===== config.mk =====
export PLATFORM = sky130hd
export DESIGN_NAME = drive_input_terminal_decoder
export DESIGN_NICKNAME = d
export VERILOG_FILES = /design/src/common/drive_terminal_pkg.sv /design/src/design/terminal_debounce.sv /design/src/design/drive_input_terminal_decoder.sv
export SDC_FILE = /design/constraint.sdc
export NUM_CORES = 1
export LEC_CHECK = 0
export ABC_CLOCK_PERIOD_IN_PS = 4100
export BUFFER_PORTS_ARGS = -buffer_cell sky130_fd_sc_hd__buf_2
export CAP_MARGIN = 0
export CELL_PAD_IN_SITES_DETAIL_PLACEMENT = 0
export CELL_PAD_IN_SITES_GLOBAL_PLACEMENT = 1
export CORE_ASPECT_RATIO = 0.6
export CORE_MARGIN = 2
export CORE_UTILIZATION = 41
export DETAILED_ROUTE_END_ITERATION = 16
export PLACE_DENSITY = 0.84
export SLEW_MARGIN = 10
export SYNTH_ARGS = -nofsm -noshare
export SYNTH_HDL_FRONTEND = slang
export SYNTH_SLANG_ARGS = --single-unit

===== constraint.sdc =====
create_clock -name ref_clk_i -period 4.1 [get_ports ref_clk_i]
set_input_delay 0.82 -clock ref_clk_i [delete_from_list [all_inputs] [get_ports ref_clk_i]]
set_output_delay 0.82 -clock ref_clk_i [all_outputs]
set_load 0.02 [all_outputs]

===== src/common/drive_terminal_pkg.sv =====
// Purpose: Shared constants and types for the drive input terminal decoder
// Assumes: 250 MHz control clock, eight multi-function input terminals
// Notes:   Register map uses aligned 32-bit words on an 8-bit byte address
package drive_terminal_pkg;

    localparam int NUM_TERMS = 8;
    localparam int CODE_W    = 6;

    // Clock and timing
    localparam int CLK_PERIOD_NS    = 4;
    localparam int TICK_PERIOD_NS   = 1_000_000;
    localparam int MS_TICK_CYCLES   = TICK_PERIOD_NS / CLK_PERIOD_NS;
    localparam int DEBOUNCE_NS      = 10_000;
    localparam int DEBOUNCE_CYCLES  = (DEBOUNCE_NS + CLK_PERIOD_NS - 1) / CLK_PERIOD_NS;
    localparam int DEB_CNT_W        = 12;

    // Terminal function codes
    localparam logic [CODE_W-1:0] FN_NONE         = 6'h00;
    localparam logic [CODE_W-1:0] FN_ACCDEC_LO    = 6'h04;
    localparam logic [CODE_W-1:0] FN_ACCDEC_HI    = 6'h05;
    localparam logic [CODE_W-1:0] FN_EXT_FAULT_NO = 6'h06;
    localparam logic [CODE_W-1:0] FN_EXT_FAULT_NC = 6'h07;
    localparam logic [CODE_W-1:0] FN_RESET        = 6'h08;
    localparam logic [CODE_W-1:0] FN_JOG_FWD      = 6'h09;
    localparam logic [CODE_W-1:0] FN_JOG_REV      = 6'h0a;
    localparam logic [CODE_W-1:0] FN_COAST_STOP   = 6'h0b;
    localparam logic [CODE_W-1:0] FN_TRIM_UP      = 6'h0c;
    localparam logic [CODE_W-1:0] FN_TRIM_DOWN    = 6'h0d;
    localparam logic [CODE_W-1:0] FN_RAMP_HOLD    = 6'h0f;
    localparam logic [CODE_W-1:0] FN_THREE_WIRE   = 6'h10;
    localparam logic [CODE_W-1:0] FN_EXT_STOP_NO  = 6'h11;
    localparam logic [CODE_W-1:0] FN_EXT_STOP_NC  = 6'h12;
    localparam logic [CODE_W-1:0] FN_DC_BRAKE     = 6'h13;
    localparam logic [CODE_W-1:0] FN_CL_DISABLE   = 6'h14;
    localparam logic [CODE_W-1:0] FN_SRC_SEL1     = 6'h16;
    localparam logic [CODE_W-1:0] FN_FORCE_CURR   = 6'h19;
    localparam logic [CODE_W-1:0] FN_FORCE_TERM   = 6'h1b;
    localparam logic [CODE_W-1:0] FN_MODE_SEL1    = 6'h1c;
    localparam logic [CODE_W-1:0] FN_CL_PRESET1   = 6'h1e;

    // Frequency sources and control modes
    localparam logic [2:0] SRC_HOLD     = 3'h0;
    localparam logic [2:0] SRC_DIGITAL1 = 3'h1;
    localparam logic [2:0] SRC_VOLTAGE  = 3'h4;
    localparam logic [2:0] SRC_CURRENT  = 3'h5;
    localparam logic [2:0] SRC_PULSE    = 3'h6;
    localparam logic [1:0] MODE_HOLD    = 2'h0;
    localparam logic [1:0] MODE_PANEL   = 2'h1;
    localparam logic [1:0] MODE_TERMINAL = 2'h2;
    localparam logic [1:0] ALT_TRIM     = 2'h2;
    localparam logic [1:0] WIRE_3W_A    = 2'h2;
    localparam logic [1:0] WIRE_3W_B    = 2'h3;
    localparam logic [7:0] EXT_FAULT_CODE = 8'h0f;

    // Register byte offsets
    localparam logic [7:0] REG_FUNC_LO    = 8'h00;
    localparam logic [7:0] REG_FUNC_HI    = 8'h04;
    localparam logic [7:0] REG_CONFIG     = 8'h08;
    localparam logic [7:0] REG_BRAKE_TIME = 8'h0c;
    localparam logic [7:0] REG_TRIM_RATE  = 8'h10;
    localparam logic [7:0] REG_STATUS     = 8'h14;
    localparam logic [7:0] REG_CONTROL    = 8'h18;
    localparam logic [7:0] REG_TRIM       = 8'h1c;

    // Config fields
    localparam int CFG_SRC_LSB   = 0;
    localparam int CFG_ALT_LSB   = 3;
    localparam int CFG_CLEN_BIT  = 5;
    localparam int CFG_CLSRC_LSB = 6;
    localparam int CFG_WIRE_LSB  = 8;
    localparam int CFG_MODE_LSB  = 10;
    localparam logic [31:0] CFG_MASK  = 32'h0000_0fff;
    localparam logic [31:0] CFG_RST   = 32'h0000_0401;
    localparam int CTL_RESET_BIT = 0;
    localparam logic [15:0] BRAKE_TIME_RST = 16'h0000;
    localparam logic [15:0] TRIM_RATE_RST  = 16'h0001;

    typedef logic [NUM_TERMS-1:0][CODE_W-1:0] term_codes_t;

    typedef enum logic [1:0] {
        FLT_CLEAR   = 2'b01,
        FLT_LATCHED = 2'b10
    } fault_state_e;

    typedef enum logic [1:0] {
        STP_IDLE = 2'b01,
        STP_HELD = 2'b10
    } stop_state_e;

    typedef struct packed {
        logic [1:0]  accdec_sel;
        logic        fault;
        logic [7:0]  fault_code;
        logic        jog_fwd;
        logic        jog_rev;
        logic        coast_stop;
        logic        ramp_hold;
        logic        three_wire_run;
        logic        ext_stop;
        logic        catch_spin;
        logic        dc_brake;
        logic        closed_loop_active;
        logic [2:0]  freq_source;
        logic [1:0]  control_mode;
        logic [2:0]  cl_preset;
        logic [15:0] freq_trim;
    } drive_cmd_s;

endpackage : drive_terminal_pkg


===== src/design/terminal_debounce.sv =====
// Purpose: Two-stage synchroniser and per-terminal debounce filter
// Assumes: Level must stay unchanged DEBOUNCE_CYCLES cycles to be accepted
// Notes:   First stage feeds only the second stage
module terminal_debounce
    import drive_terminal_pkg::*;
(
    input  wire logic                 ref_clk_i,
    input  wire logic                 rst_n_i,
    input  wire logic [NUM_TERMS-1:0] raw_i,
    output logic      [NUM_TERMS-1:0] level_o
);

    localparam logic [DEB_CNT_W-1:0] DEB_LAST = DEB_CNT_W'(DEBOUNCE_CYCLES - 1);

    typedef struct packed {
        logic [NUM_TERMS-1:0]                meta;
        logic [NUM_TERMS-1:0]                sync;
        logic [NUM_TERMS-1:0]                stable;
        logic [NUM_TERMS-1:0][DEB_CNT_W-1:0] cnt;
    } deb_state_s;

    deb_state_s r_reg;
    deb_state_s r_next;

    always_comb begin
        r_next      = r_reg;
        r_next.meta = raw_i;
        r_next.sync = r_reg.meta;
        for (int i = 0; i < NUM_TERMS; i++) begin
            if (r_reg.sync[i] == r_reg.stable[i]) begin
                r_next.cnt[i] = '0;
            end else if (r_reg.cnt[i] == DEB_LAST) begin
                r_next.cnt[i]    = '0;
                r_next.stable[i] = r_reg.sync[i];
            end else begin
                r_next.cnt[i] = r_reg.cnt[i] + 1'b1;
            end
        end
    end

    always_ff @(posedge ref_clk_i) begin
        if (!rst_n_i) begin
            r_reg <= '0;
        end else begin
            r_reg <= r_next;
        end
    end

    assign level_o = r_reg.stable;

endmodule : terminal_debounce


===== src/design/drive_input_terminal_decoder.sv =====
// Purpose: Decodes the multi-function input terminals into drive commands
// Assumes: Terminal inputs are contact levels, high when the contact is closed
// Notes:   Reads return data the cycle after the read strobe; no wait states
// Operation
// RL1: Two select inputs choose time set 1-4
// RL2: External fault entry latches fault, shows code
// RL3: Fault input normally-open or normally-closed by code
// RL4: Reset terminal clears fault like panel key
// RL5: Jog terminals start jog in matching direction
// RL6: Coast-stop terminal triggers free-run stop
// RL7: Up/down trim reference at rate when enabled
// RL8: Ramp hold freezes speed except stop
// RL9: Ramp hold ignored during decelerate-to-stop
// RL10: Code 16 gives three-wire run input
// RL11: External stop while running holds zero output
// RL12: Stop removal restarts with catch-on-the-fly
// RL13: External stop never raises fault
// RL14: Braking lasts longer of time or terminal
// RL15: Closed-loop disable works only when enabled
// RL16: Three source-select terminals map to sources
// RL17: Latest of terminals or parameter wins
// RL18: Force-current terminal overrides source, then restores
// RL19: Force-terminal terminal overrides control mode
// RL20: Two mode-select terminals map to modes
// RL21: Closed-loop preset index, zero means parameter
// RL22: Unassigned codes inert; inputs synchronised, debounced
// RL23: Field must hold selections until debounced
module drive_input_terminal_decoder
    import drive_terminal_pkg::*;
#(
    parameter int TICK_CYCLES = MS_TICK_CYCLES
)(
    input  wire logic                 ref_clk_i,
    input  wire logic                 rst_n_i,
    input  wire logic [NUM_TERMS-1:0] terminal_i,
    input  wire logic                 running_i,
    input  wire logic                 decel_stop_i,
    input  wire logic                 stop_cmd_i,
    input  wire logic [7:0]           addr_i,
    input  wire logic [31:0]          wr_data_i,
    input  wire logic                 wr_en_i,
    input  wire logic                 rd_en_i,
    output logic      [31:0]          rd_data_o,
    output drive_cmd_s                drive_cmd_o
);

    localparam logic [31:0] TICK_LAST = 32'(TICK_CYCLES - 1);

    typedef struct packed {
        term_codes_t  codes;
        logic [31:0]  cfg;
        logic [15:0]  brake_time;
        logic [15:0]  trim_rate;
        logic [31:0]  rd_data;
        fault_state_e fault_st;
        stop_state_e  stop_st;
        logic         fault_in_d;
        logic         reset_in_d;
        logic         brake_in_d;
        logic [2:0]   src_sel_d;
        logic [1:0]   mode_sel_d;
        logic [2:0]   base_src;
        logic [1:0]   base_mode;
        logic [31:0]  tick_cnt;
        logic [15:0]  brake_cnt;
        logic [15:0]  trim_cnt;
        drive_cmd_s   cmd;
    } dec_state_s;

    dec_state_s           r_reg;
    dec_state_s           r_next;
    logic [NUM_TERMS-1:0] lvl;
    logic                 tick;
    logic                 fault_in;
    logic                 reset_in;
    logic                 brake_in;
    logic                 stop_in;
    logic                 hold;
    logic                 trim_en;
    logic                 up_in;
    logic                 down_in;
    logic                 clear_req;
    logic [2:0]           src_sel;
    logic [1:0]           mode_sel;
    logic [1:0]           wire_mode;

    terminal_debounce u_debounce (
        .ref_clk_i (ref_clk_i),
        .rst_n_i   (rst_n_i),
        .raw_i     (terminal_i),
        .level_o   (lvl)
    );

    // True when any terminal carrying this code is active at this level
    function automatic logic any_on(
        input logic [NUM_TERMS-1:0] lv,
        input term_codes_t          codes,
        input logic [CODE_W-1:0]    fn
    );
        logic hit;
        hit = 1'b0;
        for (int i = 0; i < NUM_TERMS; i++) begin
            hit = hit | (lv[i] & (codes[i] == fn) & (fn != FN_NONE)); // RL22
        end
        return hit;
    endfunction : any_on

    // Gathers a binary select word from consecutive function codes
    function automatic logic [2:0] sel_word(
        input logic [NUM_TERMS-1:0] lv,
        input term_codes_t          codes,
        input logic [CODE_W-1:0]    first,
        input int                   bits
    );
        logic [2:0] w;
        w = 3'h0;
        for (int k = 0; k < bits; k++) begin
            w[k] = any_on(lv, codes, CODE_W'(first + CODE_W'(k)));
        end
        return w;
    endfunction : sel_word

    // Source word from terminals; both pulse codes collapse to one source
    function automatic logic [2:0] map_src(input logic [2:0] sel);
        return (sel == 3'h7) ? SRC_PULSE : sel; // RL16
    endfunction : map_src

    always_comb begin
        r_next    = r_reg;
        tick      = (r_reg.tick_cnt == TICK_LAST);
        fault_in  = any_on(lvl, r_reg.codes, FN_EXT_FAULT_NO)
                  | any_on(~lvl, r_reg.codes, FN_EXT_FAULT_NC); // RL3
        stop_in   = any_on(lvl, r_reg.codes, FN_EXT_STOP_NO)
                  | any_on(~lvl, r_reg.codes, FN_EXT_STOP_NC); // RL11
        reset_in  = any_on(lvl, r_reg.codes, FN_RESET);
        brake_in  = any_on(lvl, r_reg.codes, FN_DC_BRAKE);
        up_in     = any_on(lvl, r_reg.codes, FN_TRIM_UP);
        down_in   = any_on(lvl, r_reg.codes, FN_TRIM_DOWN);
        src_sel   = sel_word(lvl, r_reg.codes, FN_SRC_SEL1, 3);
        mode_sel  = 2'(sel_word(lvl, r_reg.codes, FN_MODE_SEL1, 2));
        wire_mode = r_reg.cfg[CFG_WIRE_LSB +: 2];
        // Stop commands and a normal deceleration both override the hold
        hold      = any_on(lvl, r_reg.codes, FN_RAMP_HOLD)
                  & ~stop_cmd_i // RL8
                  & ~decel_stop_i; // RL9
        trim_en   = (r_reg.cmd.freq_source == SRC_DIGITAL1)
                  | (r_reg.cfg[CFG_ALT_LSB +: 2] == ALT_TRIM); // RL7
        clear_req = (reset_in & ~r_reg.reset_in_d); // RL4

        r_next.fault_in_d = fault_in;
        r_next.reset_in_d = reset_in;
        r_next.brake_in_d = brake_in;
        r_next.src_sel_d  = src_sel;
        r_next.mode_sel_d = mode_sel;
        r_next.tick_cnt   = tick ? 32'h0000_0000 : r_reg.tick_cnt + 32'h0000_0001;

        // Selection changes from the terminals; the all-off code keeps the current choice
        if (src_sel != r_reg.src_sel_d && src_sel != SRC_HOLD) begin
            r_next.base_src = map_src(src_sel); // RL17
        end
        if (mode_sel != r_reg.mode_sel_d && mode_sel != MODE_HOLD) begin
            r_next.base_mode = mode_sel; // RL20
        end

        // Register writes; a parameter write in the same cycle as a terminal change wins
        if (wr_en_i) begin
            case (addr_i)
                REG_FUNC_LO: begin
                    for (int i = 0; i < 4; i++) begin
                        r_next.codes[i] = wr_data_i[8*i +: CODE_W];
                    end
                end
                REG_FUNC_HI: begin
                    for (int i = 0; i < 4; i++) begin
                        r_next.codes[i+4] = wr_data_i[8*i +: CODE_W];
                    end
                end
                REG_CONFIG: begin
                    r_next.cfg       = wr_data_i & CFG_MASK;
                    r_next.base_src  = wr_data_i[CFG_SRC_LSB +: 3]; // RL17
                    r_next.base_mode = wr_data_i[CFG_MODE_LSB +: 2];
                end
                REG_BRAKE_TIME: r_next.brake_time = wr_data_i[15:0];
                REG_TRIM_RATE:  r_next.trim_rate  = wr_data_i[15:0];
                REG_CONTROL:    clear_req = clear_req | wr_data_i[CTL_RESET_BIT]; // RL4
                default: ;
            endcase
        end

        // Fault latch: a new fault in the clearing cycle keeps the latch set
        unique case (r_reg.fault_st)
            FLT_CLEAR: begin
                if (fault_in && !r_reg.fault_in_d) begin
                    r_next.fault_st = FLT_LATCHED; // RL2
                end
            end
            FLT_LATCHED: begin
                if (clear_req && !(fault_in && !r_reg.fault_in_d)) begin
                    r_next.fault_st = FLT_CLEAR; // RL4
                end
            end
        endcase

        // External stop only gates the output; it never touches the fault latch
        r_next.cmd.catch_spin = 1'b0;
        unique case (r_reg.stop_st)
            STP_IDLE: begin
                if (stop_in && running_i) begin
                    r_next.stop_st = STP_HELD; // RL11
                end
            end
            STP_HELD: begin
                if (!stop_in) begin
                    r_next.stop_st        = STP_IDLE;
                    r_next.cmd.catch_spin = 1'b1; // RL12
                end
            end
        endcase

        // Brake timer starts at the terminal edge and runs alongside the level
        if (brake_in && !r_reg.brake_in_d) begin
            r_next.brake_cnt = r_reg.brake_time; // RL14
        end else if (tick && r_reg.brake_cnt != 16'h0000) begin
            r_next.brake_cnt = r_reg.brake_cnt - 16'h0001;
        end

        // Trim steps once per trim_rate ticks; a held ramp freezes the reference
        if (tick && trim_en && !hold && (up_in ^ down_in)) begin
            if (r_reg.trim_cnt + 16'h0001 >= r_reg.trim_rate) begin
                r_next.trim_cnt = 16'h0000;
                if (up_in && r_reg.cmd.freq_trim != 16'hffff) begin
                    r_next.cmd.freq_trim = r_reg.cmd.freq_trim + 16'h0001; // RL7
                end else if (down_in && r_reg.cmd.freq_trim != 16'h0000) begin
                    r_next.cmd.freq_trim = r_reg.cmd.freq_trim - 16'h0001; // RL7
                end
            end else begin
                r_next.trim_cnt = r_reg.trim_cnt + 16'h0001;
            end
        end else if (!(up_in ^ down_in)) begin
            r_next.trim_cnt = 16'h0000;
        end

        r_next.cmd.accdec_sel = 2'(sel_word(lvl, r_reg.codes, FN_ACCDEC_LO, 2)); // RL1
        r_next.cmd.fault      = (r_next.fault_st == FLT_LATCHED); // RL2
        r_next.cmd.fault_code = (r_next.fault_st == FLT_LATCHED) ? EXT_FAULT_CODE : 8'h00;
        r_next.cmd.jog_fwd    = any_on(lvl, r_reg.codes, FN_JOG_FWD)
                              & ~any_on(lvl, r_reg.codes, FN_JOG_REV); // RL5
        r_next.cmd.jog_rev    = any_on(lvl, r_reg.codes, FN_JOG_REV)
                              & ~any_on(lvl, r_reg.codes, FN_JOG_FWD); // RL5
        r_next.cmd.coast_stop = any_on(lvl, r_reg.codes, FN_COAST_STOP); // RL6
        r_next.cmd.ramp_hold  = hold; // RL8
        r_next.cmd.three_wire_run = any_on(lvl, r_reg.codes, FN_THREE_WIRE)
                              & ((wire_mode == WIRE_3W_A) | (wire_mode == WIRE_3W_B)); // RL10
        r_next.cmd.ext_stop   = (r_next.stop_st == STP_HELD); // RL13
        r_next.cmd.dc_brake   = brake_in | (r_next.brake_cnt != 16'h0000); // RL14
        r_next.cmd.closed_loop_active = r_reg.cfg[CFG_CLEN_BIT]
                              & ~any_on(lvl, r_reg.codes, FN_CL_DISABLE); // RL15
        // Overrides sit on top of the base choice, so release restores it
        r_next.cmd.freq_source = any_on(lvl, r_reg.codes, FN_FORCE_CURR)
                              ? SRC_CURRENT : r_next.base_src; // RL18
        r_next.cmd.control_mode = any_on(lvl, r_reg.codes, FN_FORCE_TERM)
                              ? MODE_TERMINAL : r_next.base_mode; // RL19
        r_next.cmd.cl_preset  = sel_word(lvl, r_reg.codes, FN_CL_PRESET1, 3); // RL21

        r_next.rd_data = 32'h0000_0000;
        if (rd_en_i) begin
            case (addr_i)
                REG_FUNC_LO: begin
                    for (int i = 0; i < 4; i++) begin
                        r_next.rd_data[8*i +: CODE_W] = r_reg.codes[i];
                    end
                end
                REG_FUNC_HI: begin
                    for (int i = 0; i < 4; i++) begin
                        r_next.rd_data[8*i +: CODE_W] = r_reg.codes[i+4];
                    end
                end
                REG_CONFIG:     r_next.rd_data = r_reg.cfg;
                REG_BRAKE_TIME: r_next.rd_data = {16'h0000, r_reg.brake_time};
                REG_TRIM_RATE:  r_next.rd_data = {16'h0000, r_reg.trim_rate};
                REG_STATUS: begin
                    r_next.rd_data = {lvl, 5'h00, r_reg.cmd.cl_preset,
                                      r_reg.cmd.control_mode, r_reg.cmd.freq_source,
                                      r_reg.cmd.closed_loop_active, r_reg.cmd.dc_brake,
                                      r_reg.cmd.ext_stop, r_reg.cmd.three_wire_run,
                                      r_reg.cmd.ramp_hold, r_reg.cmd.coast_stop,
                                      r_reg.cmd.jog_rev, r_reg.cmd.jog_fwd,
                                      r_reg.cmd.fault, r_reg.cmd.accdec_sel};
                end
                REG_TRIM:       r_next.rd_data = {16'h0000, r_reg.cmd.freq_trim};
                default:        r_next.rd_data = 32'h0000_0000;
            endcase
        end
    end

    always_ff @(posedge ref_clk_i) begin
        if (!rst_n_i) begin
            r_reg                  <= '0;
            r_reg.cfg              <= CFG_RST;
            r_reg.brake_time       <= BRAKE_TIME_RST;
            r_reg.trim_rate        <= TRIM_RATE_RST;
            r_reg.fault_st         <= FLT_CLEAR;
            r_reg.stop_st          <= STP_IDLE;
            r_reg.base_src         <= SRC_DIGITAL1;
            r_reg.base_mode        <= MODE_PANEL;
            r_reg.cmd.freq_source  <= SRC_DIGITAL1;
            r_reg.cmd.control_mode <= MODE_PANEL;
        end else begin
            r_reg <= r_next;
        end
    end

    assign rd_data_o   = r_reg.rd_data;
    assign drive_cmd_o = r_reg.cmd;

endmodule : drive_input_terminal_decoder


==> impl_metrics.yaml <==
place:
  port_buffers: 120
  routabilityCongestion: 1.00
  dpl-instance-area_sq_um: 20100
  dp_hpwl_mm: 53.6
floorplan:
  num_rows: 60
  die_height_um: 169
  start_util_pct: 41.5
  dieArea_sq_um: 47200
  core_sq_um: 44800
  io_pins: 131
  fp.dieW_um: 279
synth:
  syn_inst: 2303
  synth_compound_area_share_pct: 14.7
  synth_xor_area_share_pct: 7.01
  yosys_warnings: 0
  synth_top_family_by_area: "simple AND/OR/NAND/NOR gates"
  synth.avg_cell_area_sq_um: 8.08
  post_synth_fa_ha_maj_area_fraction_pct: 3.00
  synth.distinct_cells: 91
  netlist_area_sq_um: 18600
  async_flop_share_pct: 0
  synth-edff-count: 0
  synthFlopType: "dfxtp_1"
  yosys.area_share.simple_pct: 28.8
  ys_ff_latch: 359
  synthMuxAreaShare_pct: 1.32
  ys_seq_area_share_pct: 38.6
sta:
  tightest_slew_ns: 1.25
  setup_tns_ns: 0
  maxSlewViolCount: 0
  rsz0062_at_grt: "no"
  slew_headroom_pct: 16.6
  min_period_over_period_pct: 95.1
  finalSetupViolations: 0
  period_needed_ns: 3.90
  fmax_mhz: 256
  fin_skew_ns: 0.0333
  finalHoldViolCount: 0
routing:
  vias: 17900
  routed_wl_mm: 69.1
  viasPerCell: 5.88
  wl_per_cell_um: 22.7
  drt.antenna.violating_nets: 0
  drt_iter0_drc: 2097
  route.detailed.drc: 0
  drt_pre_antenna_iters: 6
min_path:
  hold_path.startpoint: "u_debounce.r_next[108]"
  holdPathEnd: "u_debounce.r_reg[108]"
  holdCritPathClass: "reg2reg"
  min_path_cells: 1
clocking:
  cts_tree: "built"
  clock_sinks: 359
  cts_hold_buffers: 0
  cts_buffers: 36
  cts.clk_slew.worst_paths_ns: 0.07
  clock-root-buffer: "clkbuf_16"
  cts_max_level: 2
  cts_max_path_buffers: 3
  clk-insertion-delay-late_ns: 0.56
run_status:
  outcome: "finished, final reports clean"
layout:
  area_delta_synth_final_pct: 15.1
  stdcell_area_sq_um: 21400
  nets: 2530
  fillCellCount: 4342
  largest_reg_flops: 173
  drive_gt1_share_pct: 15.5
power:
  p_total_mw: 7.18
  vdd_ir_drop_max_uv: 214
  p_per_area_nw_per_um2: 335
  leakage_nw: 8.19
worst_setup_path:
  critPathLaunchType: "flip-flop"
  critPathCaptureType: "flip-flop"
  r2r-end: "drive_cmd_o[15]"
  critPathMaxStageDelay_ns: 0.50
  arrival_ns: 4.39
  r2r_setup_slack_ns: 0.20
  ff2ff_path_depth: 15
  worstSetupPathType: "reg2reg"
  path_max_fanout: 5
  cp.required_ns: 4.59
  r2r_start: "u_debounce.level_o[0]"
  path_common_cell: "a21oi_1"
  slowest_stage: "o22ai_1"
  path_cells: "nor3b_1 > buf_4 > nand3_1 > o22ai_1 > o41ai_4 > buf_4 > ha_1 > a21oi_1 > a21oi_1 > a221oi_1 > a21oi_1 > nand4_1 > nand4_1 > or4_1 > a21oi_1"
grt:
  grt_max_degree: 46
  overflow: 0
  grt_pass1_vias: 16600
  grt_usage_pct: 28.6
  grt_pass1_wl_mm: 102
  antenna_found_initial: 2
flow_run:
  maxCapViolations: 0
## routing by layer
layer  GRT usage (%)  routed length (um)  share of wire [%]
met1            42.2               32100                 46
met2            37.7               26100                 38
met3            11.6                9340                 14
met4            6.99                1540                2.2
met5               0                   0                  0
## power breakdown
group | leakage, nW | switching [mW] | internal (mW)
sequential | 2.90 | 0.00845 | 3.50
combinational | 4.68 | 0.120 | 0.0426
clock | 0.611 | 1.45 | 2.06
## worst max-delay path: cells and delay by family (launching register included)
family | cells | cell delay (ns)
compound gates | 7 | 1.80
simple gates | 5 | 1.04
flops | 1 | 0.42
buf+inv | 2 | 0.37
fa+ha+maj | 1 | 0.21
## layout make-up
class	count	area (sq um)	area share (%)
Sequential cell	359	7190	33.5
Multi-Input combinational cell	1707	10300	48.0
Clock buffer	49	1050	4.91
Tap cell	589	737	3.44
Antenna cell	1	2.50	0.0117
Timing Repair Buffer	278	1800	8.40
Inverter	49	186	0.870
Clock inverter	12	181	0.847
## cell usage in the layout (no fill, tap or decap), drive strengths merged, types with 45 or more instances in the layout
| cell type | synthesis | final |
|---|---|---|
| a21oi | 145 | 145 |
| and2 | 45 | 45 |
| buf | 90 | 278 |
| clkbuf | 104 | 49 |
| dfxtp | 359 | 359 |
| inv | 49 | 51 |
| nand2 | 318 | 318 |
| nand3 | 127 | 127 |
| nand4 | 59 | 59 |
| nor2 | 237 | 237 |
| o22ai | 51 | 51 |
| xnor2 | 58 | 58 |
| xor2 | 91 | 91 |
## worst max-delay path by stage
stage,from,end,slack [ns],cells after the start
detailed placement,u_debounce.level_o[1],drive_cmd_o[15],0.07,15
finish,u_debounce.level_o[0],drive_cmd_o[15],0.20,15
floorplan,u_debounce.level_o[3],drive_cmd_o[15],0.06,14
global placement,u_debounce.level_o[1],drive_cmd_o[15],0.12,15
global route,u_debounce.level_o[0],drive_cmd_o[15],0.01,15
CTS,u_debounce.level_o[3],drive_cmd_o[15],0.05,15
## timing repair
| action | in CTS | in global routing |
|---|---|---|
| resized for setup | 0 | 1 |
| setup buffers | 0 | 3 |
| endpoints found under the setup margin | 0 | 2 |
| hold endpoints to repair | 0 | 0 |
## cells in the mapped netlist, types with 48 or more instances
cell / instances / area (sq um)
xor2_1: 91 / 797
o22ai_1: 51 / 319
dfxtp_1: 359 / 7190
clkbuf_1: 104 / 390
nor2_1: 236 / 886
a21oi_1: 144 / 721
inv_1: 48 / 180
nand2_1: 317 / 1190
nand4_1: 59 / 369
xnor2_1: 58 / 508
nand3_1: 126 / 631
buf_4: 79 / 593
## cell families after synthesis
kind of cell             Yosys count
adder cells (fa/ha/maj)           44
flip-flops                       359
multiplexers                      24
AO/OA/AOI/OAI                    414
AND/OR/NAND/NOR                 1069
other                              1
buffers and inverters            243
XOR/XNOR                         149
## per-stage QoR
stage / instances / worst slack [ns] / hold slack (ns) / util, %
6_report: 3044 / 0.199 / 0.434 / 47.8
5_1_grt: 3043 / 0.0112 / 0.439 / 47.8
4_1_cts: 3039 / 0.0533 / 0.437 / 47.7
3_5_place_dp: 2978 / 0.0676 / 0.422 / 45.0
3_3_place_gp: 2978 / 0.118 / 0.420 / 45.0
2_1_floorplan: 2308 / 0.0598 / 0.412 / -
Power figures use the tool's default switching activity.
